File: src/twi_pkg.sv
package twi_pkg;

  // Register byte offsets on the Avalon-MM slave
  localparam logic [3:0] BUF_OFS = 4'h0;
  localparam logic [3:0] RELOAD_OFS = 4'h4;
  localparam logic [3:0] STAT_OFS = 4'h8;
  localparam logic [3:0] CTL1_OFS = 4'hc;
  localparam logic [3:0] CTL2_OFS = 4'h0;
  localparam logic [4:0] CTL2_OFS5 = 5'h10;

  // Status register fields
  localparam int STAT_BF_BIT = 0;
  localparam int STAT_START_BIT = 3;
  localparam int STAT_STOP_BIT = 4;
  localparam logic [7:0] STAT_RW_MASK = 8'hc0;

  // Control one fields
  localparam int CTL1_WRITE_COLLISION_FLAG_BIT = 7;
  localparam int CTL1_OV_BIT = 6;

  // Control two fields
  localparam int CTL2_ACK_STATUS_BIT_BIT = 6;
  localparam int CTL2_ACK_DATA_BIT_BIT = 5;
  localparam int CTL2_ACK_SEQUENCE_ENABLE_BIT = 4;
  localparam int CTL2_RECEIVE_ENABLE_BIT_BIT = 3;

  // Reset value and minimum reload
  localparam logic [7:0] RESET_BYTE = 8'h00;
  localparam logic [6:0] RELOAD_MIN = 7'h01;

  // Bits per byte and the acknowledge slot
  localparam logic [3:0] BYTE_BITS = 4'h8;

  // Engine states
  typedef enum logic [2:0] {
    ST_IDLE,
    ST_TX_LOW,
    ST_TX_HIGH,
    ST_RX_LOW,
    ST_RX_HIGH,
    ST_ACK_LOW,
    ST_ACK_HIGH
  } engine_type;

  // Two-wire pin bundle as seen by the block
  typedef struct packed {
    logic sclOut;
    logic sclOe_n;
    logic sdaOut;
    logic sdaOe_n;
  } pin_drive_type;

endpackage

File: src/i2c_master_byte_engine.sv
// The Avalon-MM slave port and the register offsets were decided locally.
`timescale 1ns/1ps
// Behaviour
// Received byte moves to buffer, flag set
// Buffer write loads buffer and shifter
// Low seven reload bits set bit period
// Status low six read-only, top two writable
// Transmit write sets full, starts generator
// Data changes after clock low; equal phases
// Address: seven bits then direction bit
// After eighth fall clear full, release data
// Sample acknowledge at ninth fall
// After ninth: flag, clock low, idle
// Write during transmit: collision, discarded
// Target pulls data low to acknowledge
// Receive enable ignored during acknowledge
// Receive toggles clock, shifts data in
// Eighth receive fall: store, flag, stop
// Receive full flag cleared by read; here only a read while idle clears it
// Acknowledge enable sends acknowledge bit
// Overflow when byte arrives while full
// Write during receive: collision, ignored
// Flags on start and stop conditions
// Ten-bit address as two buffer writes
// Lines only pulled low or released
module i2c_master_byte_engine
  import twi_pkg::*;
(
  input wire logic ref_clk,
  input wire logic srst,
  input wire logic [4:0] address,
  input wire logic read,
  input wire logic write,
  input wire logic [31:0] writedata,
  output logic [31:0] readdata,
  output logic waitrequest,
  input wire logic sclIn,
  input wire logic sdaIn,
  output twi_pkg::pin_drive_type pins,
  output logic portIrqFlag
);

  // Whole block state
  typedef struct packed {
    engine_type st;
    logic [7:0] rxTxBuf;
    logic [7:0] shiftReg;
    logic [6:0] reload;
    logic [6:0] brgCnt;
    logic [3:0] bitCnt;
    logic [1:0] statHigh;
    logic bufFull;
    logic write_collision_flag;
    logic rxOv;
    logic ack_status_bit;
    logic ack_data_bit;
    logic ack_sequence_enable;
    logic rxEn;
    logic startSeen;
    logic stopSeen;
    logic irq;
    logic sclDrvLow;
    logic sdaDrvLow;
    logic [1:0] sclSync;
    logic [1:0] sdaSync;
    logic sclPrev;
    logic sdaPrev;
    logic ackDone;
    logic busy;
    logic [31:0] rdata;
    logic ack;
    logic waitReq; // Registered bus wait, high unless answering
  } state_type;

  state_type s_q;
  state_type s_d;

  // Reload value, at least one cycle per phase
  function automatic logic [6:0] reloadOf(input logic [6:0] r);
    reloadOf = (r == 7'h00) ? RELOAD_MIN : r;
  endfunction

  // Register offset match on the byte address
  function automatic logic hit(input logic [4:0] a, input logic [4:0] o);
    hit = (a == o);
  endfunction

  // Next-state logic
  always_comb
  begin
    logic rollover;
    logic sclNow;
    logic sdaNow;
    logic bufWr;
    logic bufRd;
    rollover = 1'b0;
    s_d = s_q;
    s_d.sclSync = {s_q.sclSync[0], sclIn};
    s_d.sdaSync = {s_q.sdaSync[0], sdaIn};
    sclNow = s_q.sclSync[1];
    sdaNow = s_q.sdaSync[1];
    s_d.sclPrev = sclNow;
    s_d.sdaPrev = sdaNow;
    s_d.ack = 1'b0;
    s_d.rdata = 32'h0000_0000;
    bufWr = 1'b0;
    bufRd = 1'b0;

    // Bit-period generator counts while running
    if (s_q.st != ST_IDLE)
    begin
      if (s_q.brgCnt == 7'h00)
      begin
        rollover = 1'b1;
        // reload from seven bits
        s_d.brgCnt = reloadOf(s_q.reload) - 7'h01;
      end
      else
      begin
        s_d.brgCnt = s_q.brgCnt - 7'h01;
      end
    end

    // Bus slave: answer one cycle after the request
    if ((read || write) && !s_q.ack)
    begin
      s_d.ack = 1'b1;
      if (write)
      begin
        if (hit(address, {1'b0, BUF_OFS}))
        begin
          bufWr = 1'b1;
        end
        else if (hit(address, {1'b0, RELOAD_OFS}))
        begin
          s_d.reload = writedata[6:0];
        end
        else if (hit(address, {1'b0, STAT_OFS}))
        begin
          // only top two bits writable
          s_d.statHigh = writedata[7:6];
        end
        else if (hit(address, {1'b0, CTL1_OFS}))
        begin
          s_d.write_collision_flag = writedata[CTL1_WRITE_COLLISION_FLAG_BIT];
          s_d.rxOv = writedata[CTL1_OV_BIT];
          s_d.startSeen = s_d.startSeen & writedata[STAT_START_BIT];
          s_d.stopSeen = s_d.stopSeen & writedata[STAT_STOP_BIT];
          s_d.irq = s_d.irq & writedata[0];
        end
        else if (hit(address, CTL2_OFS5))
        begin
          s_d.ack_data_bit = writedata[CTL2_ACK_DATA_BIT_BIT];
          // receive enable only when idle after acknowledge
          if (writedata[CTL2_RECEIVE_ENABLE_BIT_BIT] && s_q.st == ST_IDLE && s_q.ackDone)
          begin
            s_d.rxEn = 1'b1;
            s_d.st = ST_RX_LOW;
            s_d.bitCnt = 4'h0;
            s_d.brgCnt = reloadOf(s_q.reload) - 7'h01;
          end
          // acknowledge sequence request
          if (writedata[CTL2_ACK_SEQUENCE_ENABLE_BIT] && s_q.st == ST_IDLE)
          begin
            s_d.ack_sequence_enable = 1'b1;
            s_d.st = ST_ACK_LOW;
            s_d.sdaDrvLow = !writedata[CTL2_ACK_DATA_BIT_BIT];
            s_d.brgCnt = reloadOf(s_q.reload) - 7'h01;
          end
        end
      end
      else
      begin
        if (hit(address, {1'b0, BUF_OFS}))
        begin
          s_d.rdata = {24'h000000, s_q.rxTxBuf};
          bufRd = 1'b1;
        end
        else if (hit(address, {1'b0, RELOAD_OFS}))
        begin
          s_d.rdata = {25'h0, s_q.reload};
        end
        else if (hit(address, {1'b0, STAT_OFS}))
        begin
          s_d.rdata = {24'h000000, s_q.statHigh, 1'b0, s_q.stopSeen,
                       s_q.startSeen, 2'b00, s_q.bufFull};
        end
        else if (hit(address, {1'b0, CTL1_OFS}))
        begin
          s_d.rdata = {24'h000000, s_q.write_collision_flag, s_q.rxOv, 5'h00, s_q.irq};
        end
        else if (hit(address, CTL2_OFS5))
        begin
          s_d.rdata = {24'h000000, 1'b0, s_q.ack_status_bit, s_q.ack_data_bit,
                       s_q.ack_sequence_enable, s_q.rxEn, 3'b000};
        end
      end
    end

    // Bus wait drops only in the answer cycle
    s_d.waitReq = !s_d.ack;

    // start and stop, after the clears so a set wins
    if (sclNow && s_q.sclPrev && s_q.sdaPrev && !sdaNow)
    begin
      s_d.startSeen = 1'b1;
      s_d.irq = 1'b1;
    end
    if (sclNow && s_q.sclPrev && !s_q.sdaPrev && sdaNow)
    begin
      s_d.stopSeen = 1'b1;
      s_d.irq = 1'b1;
    end

    // read of the buffer clears full only when idle
    if (bufRd && s_q.st == ST_IDLE)
    begin
      s_d.bufFull = 1'b0;
    end

    // Buffer write handling
    if (bufWr)
    begin
      if (s_q.st != ST_IDLE)
      begin
        // collision, write dropped
        s_d.write_collision_flag = 1'b1;
      end
      else
      begin
        // load buffer and shifter, start
        s_d.rxTxBuf = writedata[7:0];
        s_d.shiftReg = writedata[7:0];
        s_d.bufFull = 1'b1;
        s_d.st = ST_TX_LOW;
        s_d.bitCnt = 4'h0;
        s_d.brgCnt = reloadOf(s_q.reload) - 7'h01;
        s_d.ackDone = 1'b0;
        // first bit placed while clock low
        s_d.sclDrvLow = 1'b1;
        s_d.sdaDrvLow = !writedata[7];
      end
    end

    // Engine sequencing on generator rollover
    case (s_q.st)
      ST_IDLE:
      begin
        s_d.busy = 1'b0;
      end
      ST_TX_LOW:
      begin
        if (rollover)
        begin
          // release clock for one period
          s_d.sclDrvLow = 1'b0;
          s_d.st = ST_TX_HIGH;
        end
      end
      ST_TX_HIGH:
      begin
        if (rollover)
        begin
          s_d.sclDrvLow = 1'b1;
          s_d.bitCnt = s_q.bitCnt + 4'h1;
          if (s_q.bitCnt == BYTE_BITS)
          begin
            // ninth fall samples acknowledge
            s_d.ack_status_bit = sdaNow;
            // flag, hold clock low, data released
            s_d.irq = 1'b1;
            s_d.sdaDrvLow = 1'b0;
            s_d.ackDone = 1'b1;
            s_d.st = ST_IDLE;
          end
          else if (s_q.bitCnt == BYTE_BITS - 4'h1)
          begin
            // eighth fall clears full, releases data
            s_d.bufFull = 1'b0;
            s_d.sdaDrvLow = 1'b0;
            s_d.st = ST_TX_LOW;
          end
          else
          begin
            // next bit after clock falls
            s_d.shiftReg = {s_q.shiftReg[6:0], 1'b0};
            s_d.sdaDrvLow = !s_q.shiftReg[6];
            s_d.st = ST_TX_LOW;
          end
        end
      end
      ST_RX_LOW:
      begin
        s_d.sdaDrvLow = 1'b0;
        if (rollover)
        begin
          // toggle clock high
          s_d.sclDrvLow = 1'b0;
          s_d.st = ST_RX_HIGH;
        end
      end
      ST_RX_HIGH:
      begin
        if (rollover)
        begin
          // shift line level in, clock low
          s_d.sclDrvLow = 1'b1;
          s_d.shiftReg = {s_q.shiftReg[6:0], sdaNow};
          s_d.bitCnt = s_q.bitCnt + 4'h1;
          if (s_q.bitCnt == BYTE_BITS - 4'h1)
          begin
            // store byte, flag, stop generator
            s_d.rxEn = 1'b0;
            s_d.rxTxBuf = {s_q.shiftReg[6:0], sdaNow};
            s_d.irq = 1'b1;
            s_d.bufFull = 1'b1;
            s_d.ackDone = 1'b0;
            // overflow while previous still full
            if (s_q.bufFull)
            begin
              s_d.rxOv = 1'b1;
            end
            s_d.st = ST_IDLE;
          end
          else
          begin
            s_d.st = ST_RX_LOW;
          end
        end
      end
      ST_ACK_LOW:
      begin
        if (rollover)
        begin
          s_d.sclDrvLow = 1'b0;
          s_d.st = ST_ACK_HIGH;
        end
      end
      ST_ACK_HIGH:
      begin
        if (rollover)
        begin
          // acknowledge bit done, release data
          s_d.sclDrvLow = 1'b1;
          s_d.sdaDrvLow = 1'b0;
          s_d.ack_sequence_enable = 1'b0;
          s_d.ackDone = 1'b1;
          s_d.irq = 1'b1;
          s_d.st = ST_IDLE;
        end
      end
      default:
      begin
        s_d.st = ST_IDLE;
      end
    endcase
    s_d.busy = (s_d.st != ST_IDLE);
  end

  // State register
  always_ff @(posedge ref_clk)
  begin
    if (srst)
    begin
      s_q <= '0;
      s_q.st <= ST_IDLE;
      s_q.sclSync <= 2'b11;
      s_q.sdaSync <= 2'b11;
      s_q.sclPrev <= 1'b1;
      s_q.sdaPrev <= 1'b1;
      s_q.ackDone <= 1'b1;
      s_q.waitReq <= 1'b1;
    end
    else
    begin
      s_q <= s_d;
    end
  end

  // Outputs straight from flip-flops
  assign readdata = s_q.rdata;
  assign waitrequest = s_q.waitReq;
  // open-drain: drive low or release
  assign pins.sclOut = 1'b0;
  assign pins.sclOe_n = !s_q.sclDrvLow;
  assign pins.sdaOut = 1'b0;
  assign pins.sdaOe_n = !s_q.sdaDrvLow;
  assign portIrqFlag = s_q.irq;

endmodule

File: config.mk
export PLATFORM = sky130hd
export DESIGN_NAME = i2c_master_byte_engine
export DESIGN_NICKNAME = d
export VERILOG_FILES = /design/src/twi_pkg.sv /design/src/i2c_master_byte_engine.sv
export SDC_FILE = /design/constraint.sdc
export NUM_CORES = 1
export LEC_CHECK = 0
export ABC_CLOCK_PERIOD_IN_PS = 3630
export BUFFER_PORTS_ARGS = -buffer_cell sky130_fd_sc_hd__clkbuf_2
export CORE_MARGIN = 2
export CORE_UTILIZATION = 51
export DETAILED_ROUTE_END_ITERATION = 6
export HOLD_SLACK_MARGIN = 0.12
export PLACE_DENSITY_LB_ADDON = 0.08
export SETUP_SLACK_MARGIN = 0.02
export SYNTH_ARGS = -nofsm -noshare
export SYNTH_HDL_FRONTEND = slang
export SYNTH_SLANG_ARGS = --single-unit
File: constraint.sdc
create_clock -name ref_clk -period 3.63 [get_ports ref_clk]
set_input_delay 0.726 -clock ref_clk [delete_from_list [all_inputs] [get_ports ref_clk]]
set_output_delay 0.726 -clock ref_clk [all_outputs]
set_load 0.03 [all_outputs]
==> metrics.txt, run 1 <==
Leak=1.53 nW; post-route cell area=3850 um2; vias in the first global route=2826; Placer Congestion=0.850; Nets=492; largest net degree at the start of global routing=45; Switching Fraction=0.366; Most used DFF post-synth=dfxtp_1; ys async rst share=0; Adder-Cell Fraction of Synth Area=0.0141; Clk pwr share=0.309; mux share of post-synthesis cell area=0.0510; latest clock arrival within the worst-skew pair=0.35 ns; clk root buf=clkbuf_8; Slew Viols, Final=0; Die Area=7660 um2; CTS Sinks=67; post-synth design cell area=3560 um2; first-pass GRT wire length=14400 um; WL per Instance=16.5 um; max cap viols=0; Cells after Synth=428; largest family of logic cells by synthesized area=simple AND/OR/NAND/NOR gates; Synth Register Bits=67; Initial Util=0.527; CTS Buf Count=9; die height=87.5 um; Max-slew headroom=0.405; TritonCTS clock tree=yes; Via density=5.86; fmax=394 MHz; GRT Total Usage=0.243; Area Overhead vs Synth=8.05%; Distinct cells, synth=61; Warnings, synthesis=0; skew final=0.00760 ns; DR DRC count=0; Final period util=0.700; setup repair after global routing missed its margin=false; top cells by area, synth=dfxtp_1 38%, buf_4 7.2%, nor2_1 5.1%; share of cells above drive strength 1=0.167; Worst-Margin Slew=0.870 ns; grt ovf=0; fillers=640; Post-synth EDFFs=0; initial DRC count=297; DR vias=3108; sequential share of power=0.374; syn avg cell area=8.32 um2; CTS hold repair buffers=0; Req. time, crit path=3.87 ns; Fin Hold WS=0.404 ns; Logic pwr share=0.316; Cell Rows=30; die extent in x=87.5 um; Pint=0.00150 W; # Post-CTS Setup Buffers=0; Arrival @ worst endpoint=2.78 ns; HPWL after DPL=6100 um; Worst-path clk slew=0.08 ns; register area share after synthesis=0.377; CP Capture Type=flop; VDD IR max=0.000260 V; pwr dens=617 nW/um2; drt total wl=8740 um; status=completed; WS Path Type=flop to flop; Post-CTS Resized=0; CP max FO=18; Post-Synth XOR/XNOR Area=0.0197; maximum root-to-sink buffer count=2; drt pass-1 iters=7; Switch Pwr=0.000869 W; post-synthesis simple-gate area fraction=0.238; type of origin of the critical path=flop; IO Port Bufs=30; Synth Area in Compound Gates=0.183; core region area=6760 um2; remaining antenna violation count=0; IO Pins=81; Post-Route Setup TNS=0 ns; DP Area=3610 um2; H-tree Lvls=3; cell accounting for the most synthesized area=dfxtp_1; initial antenna violation count=0; Final min period=2.54 ns; antenna diode count=0; hold crit path type=flop to flop; Final setup viols=0; final hold vios=0; Yosys top cell area share=0.377
==> cell type report <==
type,instances,area [um2],share of cell area
multi-input cells,315,1900,0.493
flip-flops and latches,67,1340,0.349
repair buffers,40,225,0.0586
clock buffers,11,151,0.0394
well taps,80,100,0.0260
clock inverters,5,85.1,0.0221
inverters,12,45.0,0.0117
==> Yosys cell counts (2+ instances only) <==
cell type   n
nand2b_1    3
o21ai_0    12
dfxtp_1    67
a211oi_1    2
nand4b_1    2
nor2_1     48
buf_4      34
and3b_1     2
or2_2       7
inv_1      12
a221o_1     2
a31oi_1     7
mux2i_1    11
buf_2       4
o2bb2ai_1   2
clkbuf_1   19
and2_1      2
o22a_1      2
ha_1        4
a222oi_1    3
nand2_1    42
or3_1       4
o21bai_1    2
or4_1       2
a21oi_1    26
and4_1      2
o211ai_1    2
xor2_1      7
mux2_2      3
nor3_1     12
nand3_1    23
a32o_1      2
a2111oi_0   4
nor2b_1     5
nor4_1      3
buf_6       2
nand4_1     4
a311oi_1   15
==> worst paths after layout <==
path	from	endpoint	slack [ns]	cells after the start
setup / recovery	s_q[60]	s_q[35]	1.09	8
hold / removal	s_d[41]	s_d[37]	0.40	1
hold reg to reg	s_d[41]	s_d[37]	0.40	1
setup reg to reg	s_q[60]	s_q[35]	1.09	8
==> through the flow <==
step	power (W)	worst slack (ns)	instances	util
CTS	0.00237	1.10	530	0.569
global placement	0.00163	0.756	514	0.534
global route	0.00251	0.899	530	0.569
detailed placement	0.00164	0.754	514	0.534
finish	0.00237	1.09	530	0.569
floorplan	0.00143	1.16	453	-
==> power groups by stage <==
stage / Combinational (W) / Sequential [W] / Clock (W)
final: 0.000751 / 0.000888 / 0.000734
after global routing: 0.000829 / 0.000901 / 0.000784
after CTS: 0.000743 / 0.000886 / 0.000741
after detailed placement: 0.000734 / 0.000903 / 0
after global placement: 0.000728 / 0.000902 / 0
after floorplan: 0.000558 / 0.000871 / 0
==> routing by layer <==
| metal | up-vias | share of wire | GRT usage |
|---|---|---|---|
| met5 | - | 0 | 0 |
| met4 | 0 | 0.019 | 0.0783 |
| met3 | 13 | 0.055 | 0.0424 |
| met2 | 110 | 0.44 | 0.365 |
| met1 | 1469 | 0.48 | 0.354 |
| li1 | 1516 | - | - |
==> state kept, by name, summed over array words and instances, names as in the netlist <==
| name | cells |
|---|---|
| portIrqFlag | 1 |
| s_q | 53 |
| waitrequest | 1 |
| s_d | 4 |
| readdata | 8 |
==> placed cells by master, fill, tap and decap left out, types with 3 or more instances in the layout <==
| master | instances |
|---|---|
| a31oi_1 | 7 |
| nand2_1 | 42 |
| a222oi_1 | 3 |
| a311oi_1 | 15 |
| dfxtp_1 | 67 |
| nor3_1 | 12 |
| inv_1 | 12 |
| clkbuf_2 | 30 |
| o21ai_0 | 12 |
| or2_2 | 7 |
| or3_1 | 4 |
| nand3_1 | 23 |
| clkbuf_8 | 11 |
| nor2b_1 | 5 |
| nor4_1 | 3 |
| conb_1 | 26 |
| mux2i_1 | 11 |
| buf_4 | 10 |
| nand4_1 | 4 |
| mux2_2 | 3 |
| xor2_1 | 7 |
| nand2b_1 | 3 |
| a2111oi_0 | 4 |
| nor2_1 | 48 |
| ha_1 | 4 |
| a21oi_1 | 26 |
==> worst max-delay path: stages (launching register included) <==
cell and delay, ns:
dfxtp_1 0.35, inv_1 0.08, ha_1 0.20, nor3b_1 0.20
buf_4 0.17, nand2_1 0.05, buf_4 0.18, or4_1 0.79
a311o_1 0.42
==> logic make-up after synthesis <==
| logic type | after synthesis |
|---|---|
| buf+inv | 71 |
| mux | 16 |
| xor+xnor | 8 |
| simple gates | 170 |
| other cells | 1 |
| compound gates | 91 |
| flops | 67 |
| fa+ha+maj | 4 |
Power figures use the tool's default switching activity.
==> run 2, diff against run 1 <==
--- a/config.mk
+++ b/config.mk
@@ -5,7 +5,7 @@
 export SDC_FILE = /design/constraint.sdc
 export NUM_CORES = 1
 export LEC_CHECK = 0
-export ABC_CLOCK_PERIOD_IN_PS = 3630
+export ABC_CLOCK_PERIOD_IN_PS = 2390
 export BUFFER_PORTS_ARGS = -buffer_cell sky130_fd_sc_hd__clkbuf_2
 export CORE_MARGIN = 2
 export CORE_UTILIZATION = 51
==> constraint.sdc (replaced) <==
create_clock -name ref_clk -period 2.39 [get_ports ref_clk]
set_input_delay 0.478 -clock ref_clk [delete_from_list [all_inputs] [get_ports ref_clk]]
set_output_delay 0.478 -clock ref_clk [all_outputs]
set_load 0.03 [all_outputs]
==> run 2 against run 1 <==
Via count increased by 1.0%. Hold slack got worse by 0.099 ns. Flip-flop and latch count unchanged. Worst setup slack got worse by 0.81 ns. Combinational power increased by 69%. Highest routed layer unchanged.
==> metrics.txt, run 2 (synthesis results as in run 1) <==
Reg with most FFs=s_q; DR vias=3140 (+1.0%); # Post-CTS Setup Buffers=0 (unchanged); initial DRC count=249 (-16%); Area Overhead vs Synth=11.3%; Worst-path clk slew=0.07 ns (about the same); max cap viols=0 (unchanged); Final setup viols=0 (unchanged); TritonCTS clock tree=yes; core region area=6760 um2 (unchanged); hold crit path type=primary input to flop; antenna diode count=0 (unchanged); initial antenna violation count=0 (unchanged); final hold vios=0 (unchanged); Clk pwr share=0.282 (-0.027); Switching Fraction=0.364 (-0.00240); Initial Util=0.527 (unchanged); share of cells above drive strength 1=0.191 (+0.0247); vias in the first global route=2780 (-1.6%); CTS Buf Count=9 (unchanged); Logic pwr share=0.352 (+0.036); first-pass GRT wire length=14100 um (-2.1%); Leak=1.61 nW (+4.9%); IO Port Bufs=30 (unchanged); Final min period=2.11 ns (-0.428 ns); DP Area=3750 um2 (+4.0%); skew final=0.00503 ns (-0.00257 ns); Pint=0.00229 W (+52%); latest clock arrival within the worst-skew pair=0.35 ns (about the same); VDD IR max=0.000441 V (+70%); Post-CTS Resized=0 (unchanged); DR DRC count=0 (unchanged); CP max FO=17 (-1); die height=87.5 um (unchanged); Via density=5.76 (-1.8%); GRT Total Usage=0.242 (-0.000482); WS Path Type=flop to flop; HPWL after DPL=6350 um (+4.0%); Util after Layout=0.586 (+0.0170); final worst slack=0.278 ns (-0.812 ns); drt total wl=8900 um (+1.8%); maximum root-to-sink buffer count=2 (unchanged); commonest non-fill, non-tap cell in the layout=dfxtp_1; Placer Congestion=0.887 (+4.4%); largest net degree at the start of global routing=59 (+31%); post-route cell area=3960 um2 (+3.0%); type of origin of the critical path=flop; H-tree Lvls=3 (unchanged); drt pass-1 iters=4 (-3); FF-to-FF setup slack=0.28 ns (-0.81 ns); CP Capture Type=flop; Post-Route Setup TNS=0 ns (unchanged); Nets=508 (+3.3%); IO Pins=81 (unchanged); grt ovf=0 (unchanged); Cell Rows=30 (unchanged); CTS hold repair buffers=0 (unchanged); fmax=473 MHz (+20%); clk root buf=clkbuf_8; Die Area=7660 um2 (unchanged); Final period util=0.884 (+0.184); pwr dens=908 nW/um2 (+47%); Worst-Margin Slew=0.648 ns (-0.222 ns); most frequent cells in the layout=67 x dfxtp_1, 48 x nor2_1, 42 x nand2_1; Arrival @ worst endpoint=2.32 ns (-0.46 ns); WL per Instance=16.3 um (-0.96%); Switch Pwr=0.00131 W (+51%); Slew Viols, Final=0 (unchanged); CTS Sinks=67 (unchanged); Max-slew headroom=0.568 (+0.163); status=completed; max reg flops=53 (unchanged); die extent in x=87.5 um (unchanged); setup repair after global routing missed its margin=false; sequential share of power=0.366 (-0.008); Req. time, crit path=2.60 ns (-1.27 ns); remaining antenna violation count=0 (unchanged); Placement Setup Slack=0.127 ns (-0.628 ns); overall power=0.00360 W (+52%)
[run 2: cell count changes in the layout (fill, tap and decap cells not counted), sizes merged]
cell,delta
buf,+16
clkbuf,-1
clkinv,+1
clkinvlp,-1
[run 2: power by group through the flow]
stage / logic [W] / clock network (W) / registers (W)
6_report: 0.00127 / 0.00102 / 0.00131
5_1_grt: 0.00137 / 0.00109 / 0.00133
4_1_cts: 0.00125 / 0.00104 / 0.00131
3_5_place_dp: 0.00124 / 0 / 0.00134
3_3_place_gp: 0.00124 / 0 / 0.00134
2_1_floorplan: 0.000848 / 0 / 0.00132
[run 2: through the flow]
| step | std cells | hold WS [ns] |
|---|---|---|
| floorplan | 453 | 0.389 |
| global placement | 530 | 0.398 |
| detailed placement | 530 | 0.393 |
| CTS | 545 | 0.298 |
| global route | 545 | 0.300 |
| finish | 545 | 0.305 |
[run 2: final timing paths]
kind,cells past startpoint,from,end
worst max-delay path,8,s_q[60],s_q[86]
worst min-delay path,2,sclIn,s_d[41]
worst max register to register,8,s_q[60],s_q[86]
worst min register to register,1,s_d[39],s_d[36]
[run 2: worst max-delay path, cell delays in order (launching register included)]
cell and delay, ns:
dfxtp_1 0.35, inv_1 0.08, ha_1 0.20, nor3b_1 0.28
nand2_1 0.13, or4_1 0.51, buf_4 0.22, nor2_1 0.13
a311oi_1 0.07
[run 2: final cells by class]
class / instances / area [um2]
Clock buffer: 10 / 128
Clock inverter: 5 / 78.8
Fill cell: 651 / 2800
Inverter: 12 / 45.0
Multi-Input combinational cell: 315 / 1900
Sequential cell: 67 / 1340
Tap cell: 80 / 100
Timing Repair Buffer: 56 / 370
[run 2: metal layers]
metal,wire [um],vias to the layer above,track usage
met3,531,18,0.0669
met4,181,0,0.0811
met5,0,-,0
li1,-,1546,-
met2,3920,107,0.346
met1,4260,1469,0.352
==> run 3, diff against run 2 <==
--- a/config.mk
+++ b/config.mk
@@ -8,7 +8,7 @@
 export ABC_CLOCK_PERIOD_IN_PS = 2390
 export BUFFER_PORTS_ARGS = -buffer_cell sky130_fd_sc_hd__clkbuf_2
 export CORE_MARGIN = 2
-export CORE_UTILIZATION = 51
+export CORE_UTILIZATION = 25
 export DETAILED_ROUTE_END_ITERATION = 6
 export HOLD_SLACK_MARGIN = 0.12
 export PLACE_DENSITY_LB_ADDON = 0.08
==> run 3 against run 2 <==
Critical endpoint unchanged. Critical path type unchanged. Non-clock buffer count rose by 5. Clock-buffer cell count rose by 3. Routed wire length rose by 24%.
==> metrics.txt, run 3 (synthesis results as in run 1) <==
Post-CTS Resized=0 (unchanged); setup repair after global routing missed its margin=false; hold crit path type=primary input to flop; Placer Congestion=0.754 (-15%); Final setup viols=0 (unchanged); largest net degree at the start of global routing=59 (unchanged); Post-Route Setup TNS=0 ns (unchanged); type of origin of the critical path=flop; CTS Buf Count=9 (unchanged); Final min period=2.16 ns (+0.0458 ns); HPWL after DPL=7980 um (+26%); clk root buf=clkbuf_16; Switch Pwr=0.00139 W (+6.6%); CP max stage delay=0.55 ns (+0.04 ns); Clk pwr share=0.363 (+0.081); H-tree Lvls=3 (unchanged); Cell Rows=43 (+43%); share of cells above drive strength 1=0.200 (+0.00818); VDD IR max=0.000336 V (-24%); Via density=4.81 (-17%); remaining antenna violation count=0 (unchanged); drt total wl=11000 um (+24%); Die Area=15200 um2 (+98%); CP max FO=17 (unchanged); core region area=13900 um2 (+110%); status=completed; slowest CP cell=or4_1; drt pass-1 iters=4 (unchanged); maximum root-to-sink buffer count=2 (unchanged); IO Pins=81 (unchanged); Final period util=0.903 (+0.0192); DP Cell Count=635 (+20%); vias in the first global route=2954 (+6.3%); CTS hold repair buffers=0 (unchanged); commonest non-fill, non-tap cell in the layout=dfxtp_1; skew final=0.00631 ns (+0.00127 ns); # Post-CTS Setup Buffers=0 (unchanged); Worst-path clk slew=0.06 ns (about the same); Finished Layout Cells=651 (+19%); final hold vios=0 (unchanged); TritonCTS clock tree=yes; CP cell instances=inv_1 > ha_1 > nor3b_1 > nand2_1 > or4_1 > buf_4 > a311oi_1; Reg with most FFs=s_q; CTS Sinks=67 (unchanged); max cap viols=0 (unchanged); latest clock arrival within the worst-skew pair=0.33 ns (-0.02 ns); Pint=0.00268 W (+17%); most frequent cells in the layout=67 x dfxtp_1, 48 x nor2_1, 42 x nand2_1; first-pass GRT wire length=17000 um (+21%); overall power=0.00407 W (+13%); cell family with most CP delay=simple AND/OR/NAND/NOR gates; Logic pwr share=0.312 (-0.040); initial DRC count=208 (-16%); CP Capture Type=flop; die height=123 um (+41%); Slew Viols, Final=0 (unchanged); sequential share of power=0.325 (-0.041); Req. time, crit path=2.63 ns (+0.03 ns); Leak=1.69 nW (+4.9%); Nets=513 (+0.98%); Area Overhead vs Synth=18.9%; Initial Util=0.256 (-0.270); initial antenna violation count=0 (unchanged); WS Path Type=flop to flop; die extent in x=123 um (+41%); max reg flops=53 (unchanged); Switching Fraction=0.343 (-0.0212); IO Port Bufs=30 (unchanged); DR vias=3129 (-0.35%); fmax=463 MHz (-2.1%); Util after Layout=0.305 (-0.281); Arrival @ worst endpoint=2.40 ns (+0.08 ns); DR DRC count=0 (unchanged); pwr dens=961 nW/um2 (+5.9%); Worst-Margin Slew=0.830 ns (+0.182 ns); grt ovf=0 (unchanged); antenna diode count=0 (unchanged); GRT Total Usage=0.150 (-0.0927); WL per Instance=16.9 um (+3.4%); Max-slew headroom=0.432 (-0.136); WP buf/inv=2 (unchanged); Fin Hold WS=0.321 ns (+0.0162 ns)
==> run 3: cell types whose count changed in the layout (fill, tap and decap cells not counted) <==
cell / before / now
clkbuf_16: 0 / 9
clkbuf_8: 9 / 2
buf_4: 24 / 30
clkinv_2: 2 / 0
buf_12: 2 / 1
clkbuf_1: 1 / 2
clkinv_4: 1 / 0
inv_6: 0 / 1
==> run 3: worst register-to-register path, stage by stage, from the launching register on <==
cell	delay (ns)
dfxtp_1	0.34
inv_1	0.09
ha_1	0.20
nor3b_1	0.27
nand2_1	0.13
or4_1	0.55
buf_4	0.24
a311oi_1	0.24
==> run 3: layer usage <==
| metal | up-vias | wire length (um) | GRT usage |
|---|---|---|---|
| li1 | 1556 | - | - |
| met4 | 0 | 153 | 0.0483 |
| met2 | 66 | 4950 | 0.237 |
| met1 | 1493 | 5400 | 0.205 |
| met3 | 14 | 481 | 0.0268 |
| met5 | - | 0 | 0 |
==> run 3: path summary, 6_finish.rpt <==
| path | start | to | slack [ns] | cells after the start |
|---|---|---|---|---|
| worst max register to register | s_q[60] | s_q[86] | 0.23 | 7 |
| worst min register to register | s_d[41] | s_d[37] | 0.41 | 1 |
| worst max-delay path | s_q[60] | s_q[86] | 0.23 | 7 |
| worst min-delay path | sclIn | s_d[41] | 0.32 | 2 |
==> run 3: power groups by stage <==
stage                     logic (W)  registers [W]  clock network (W)
after floorplan            0.000848        0.00132                  0
after global placement      0.00128        0.00134                  0
after detailed placement    0.00128        0.00134                  0
after CTS                   0.00128        0.00132            0.00151
after global routing        0.00142        0.00134            0.00156
final                       0.00127        0.00132            0.00148
==> run 3: cell type report <==
type,instances,area (um2)
Sequential cell,67,1340
Timing Repair Buffer,61,395
Clock buffer,13,260
Inverter,12,45.0
Multi-Input combinational cell,315,1900
Fill cell,1520,9650
Clock inverter,3,68.8
Tap cell,180,225
==> run 3: through the flow <==
stage	area [um2]	setup WS, ns
2_1_floorplan	3650	0.166
3_3_place_gp	3910	0.0400
3_5_place_dp	3910	0.0777
4_1_cts	4230	0.230
5_1_grt	4230	0.0574
6_report	4230	0.232
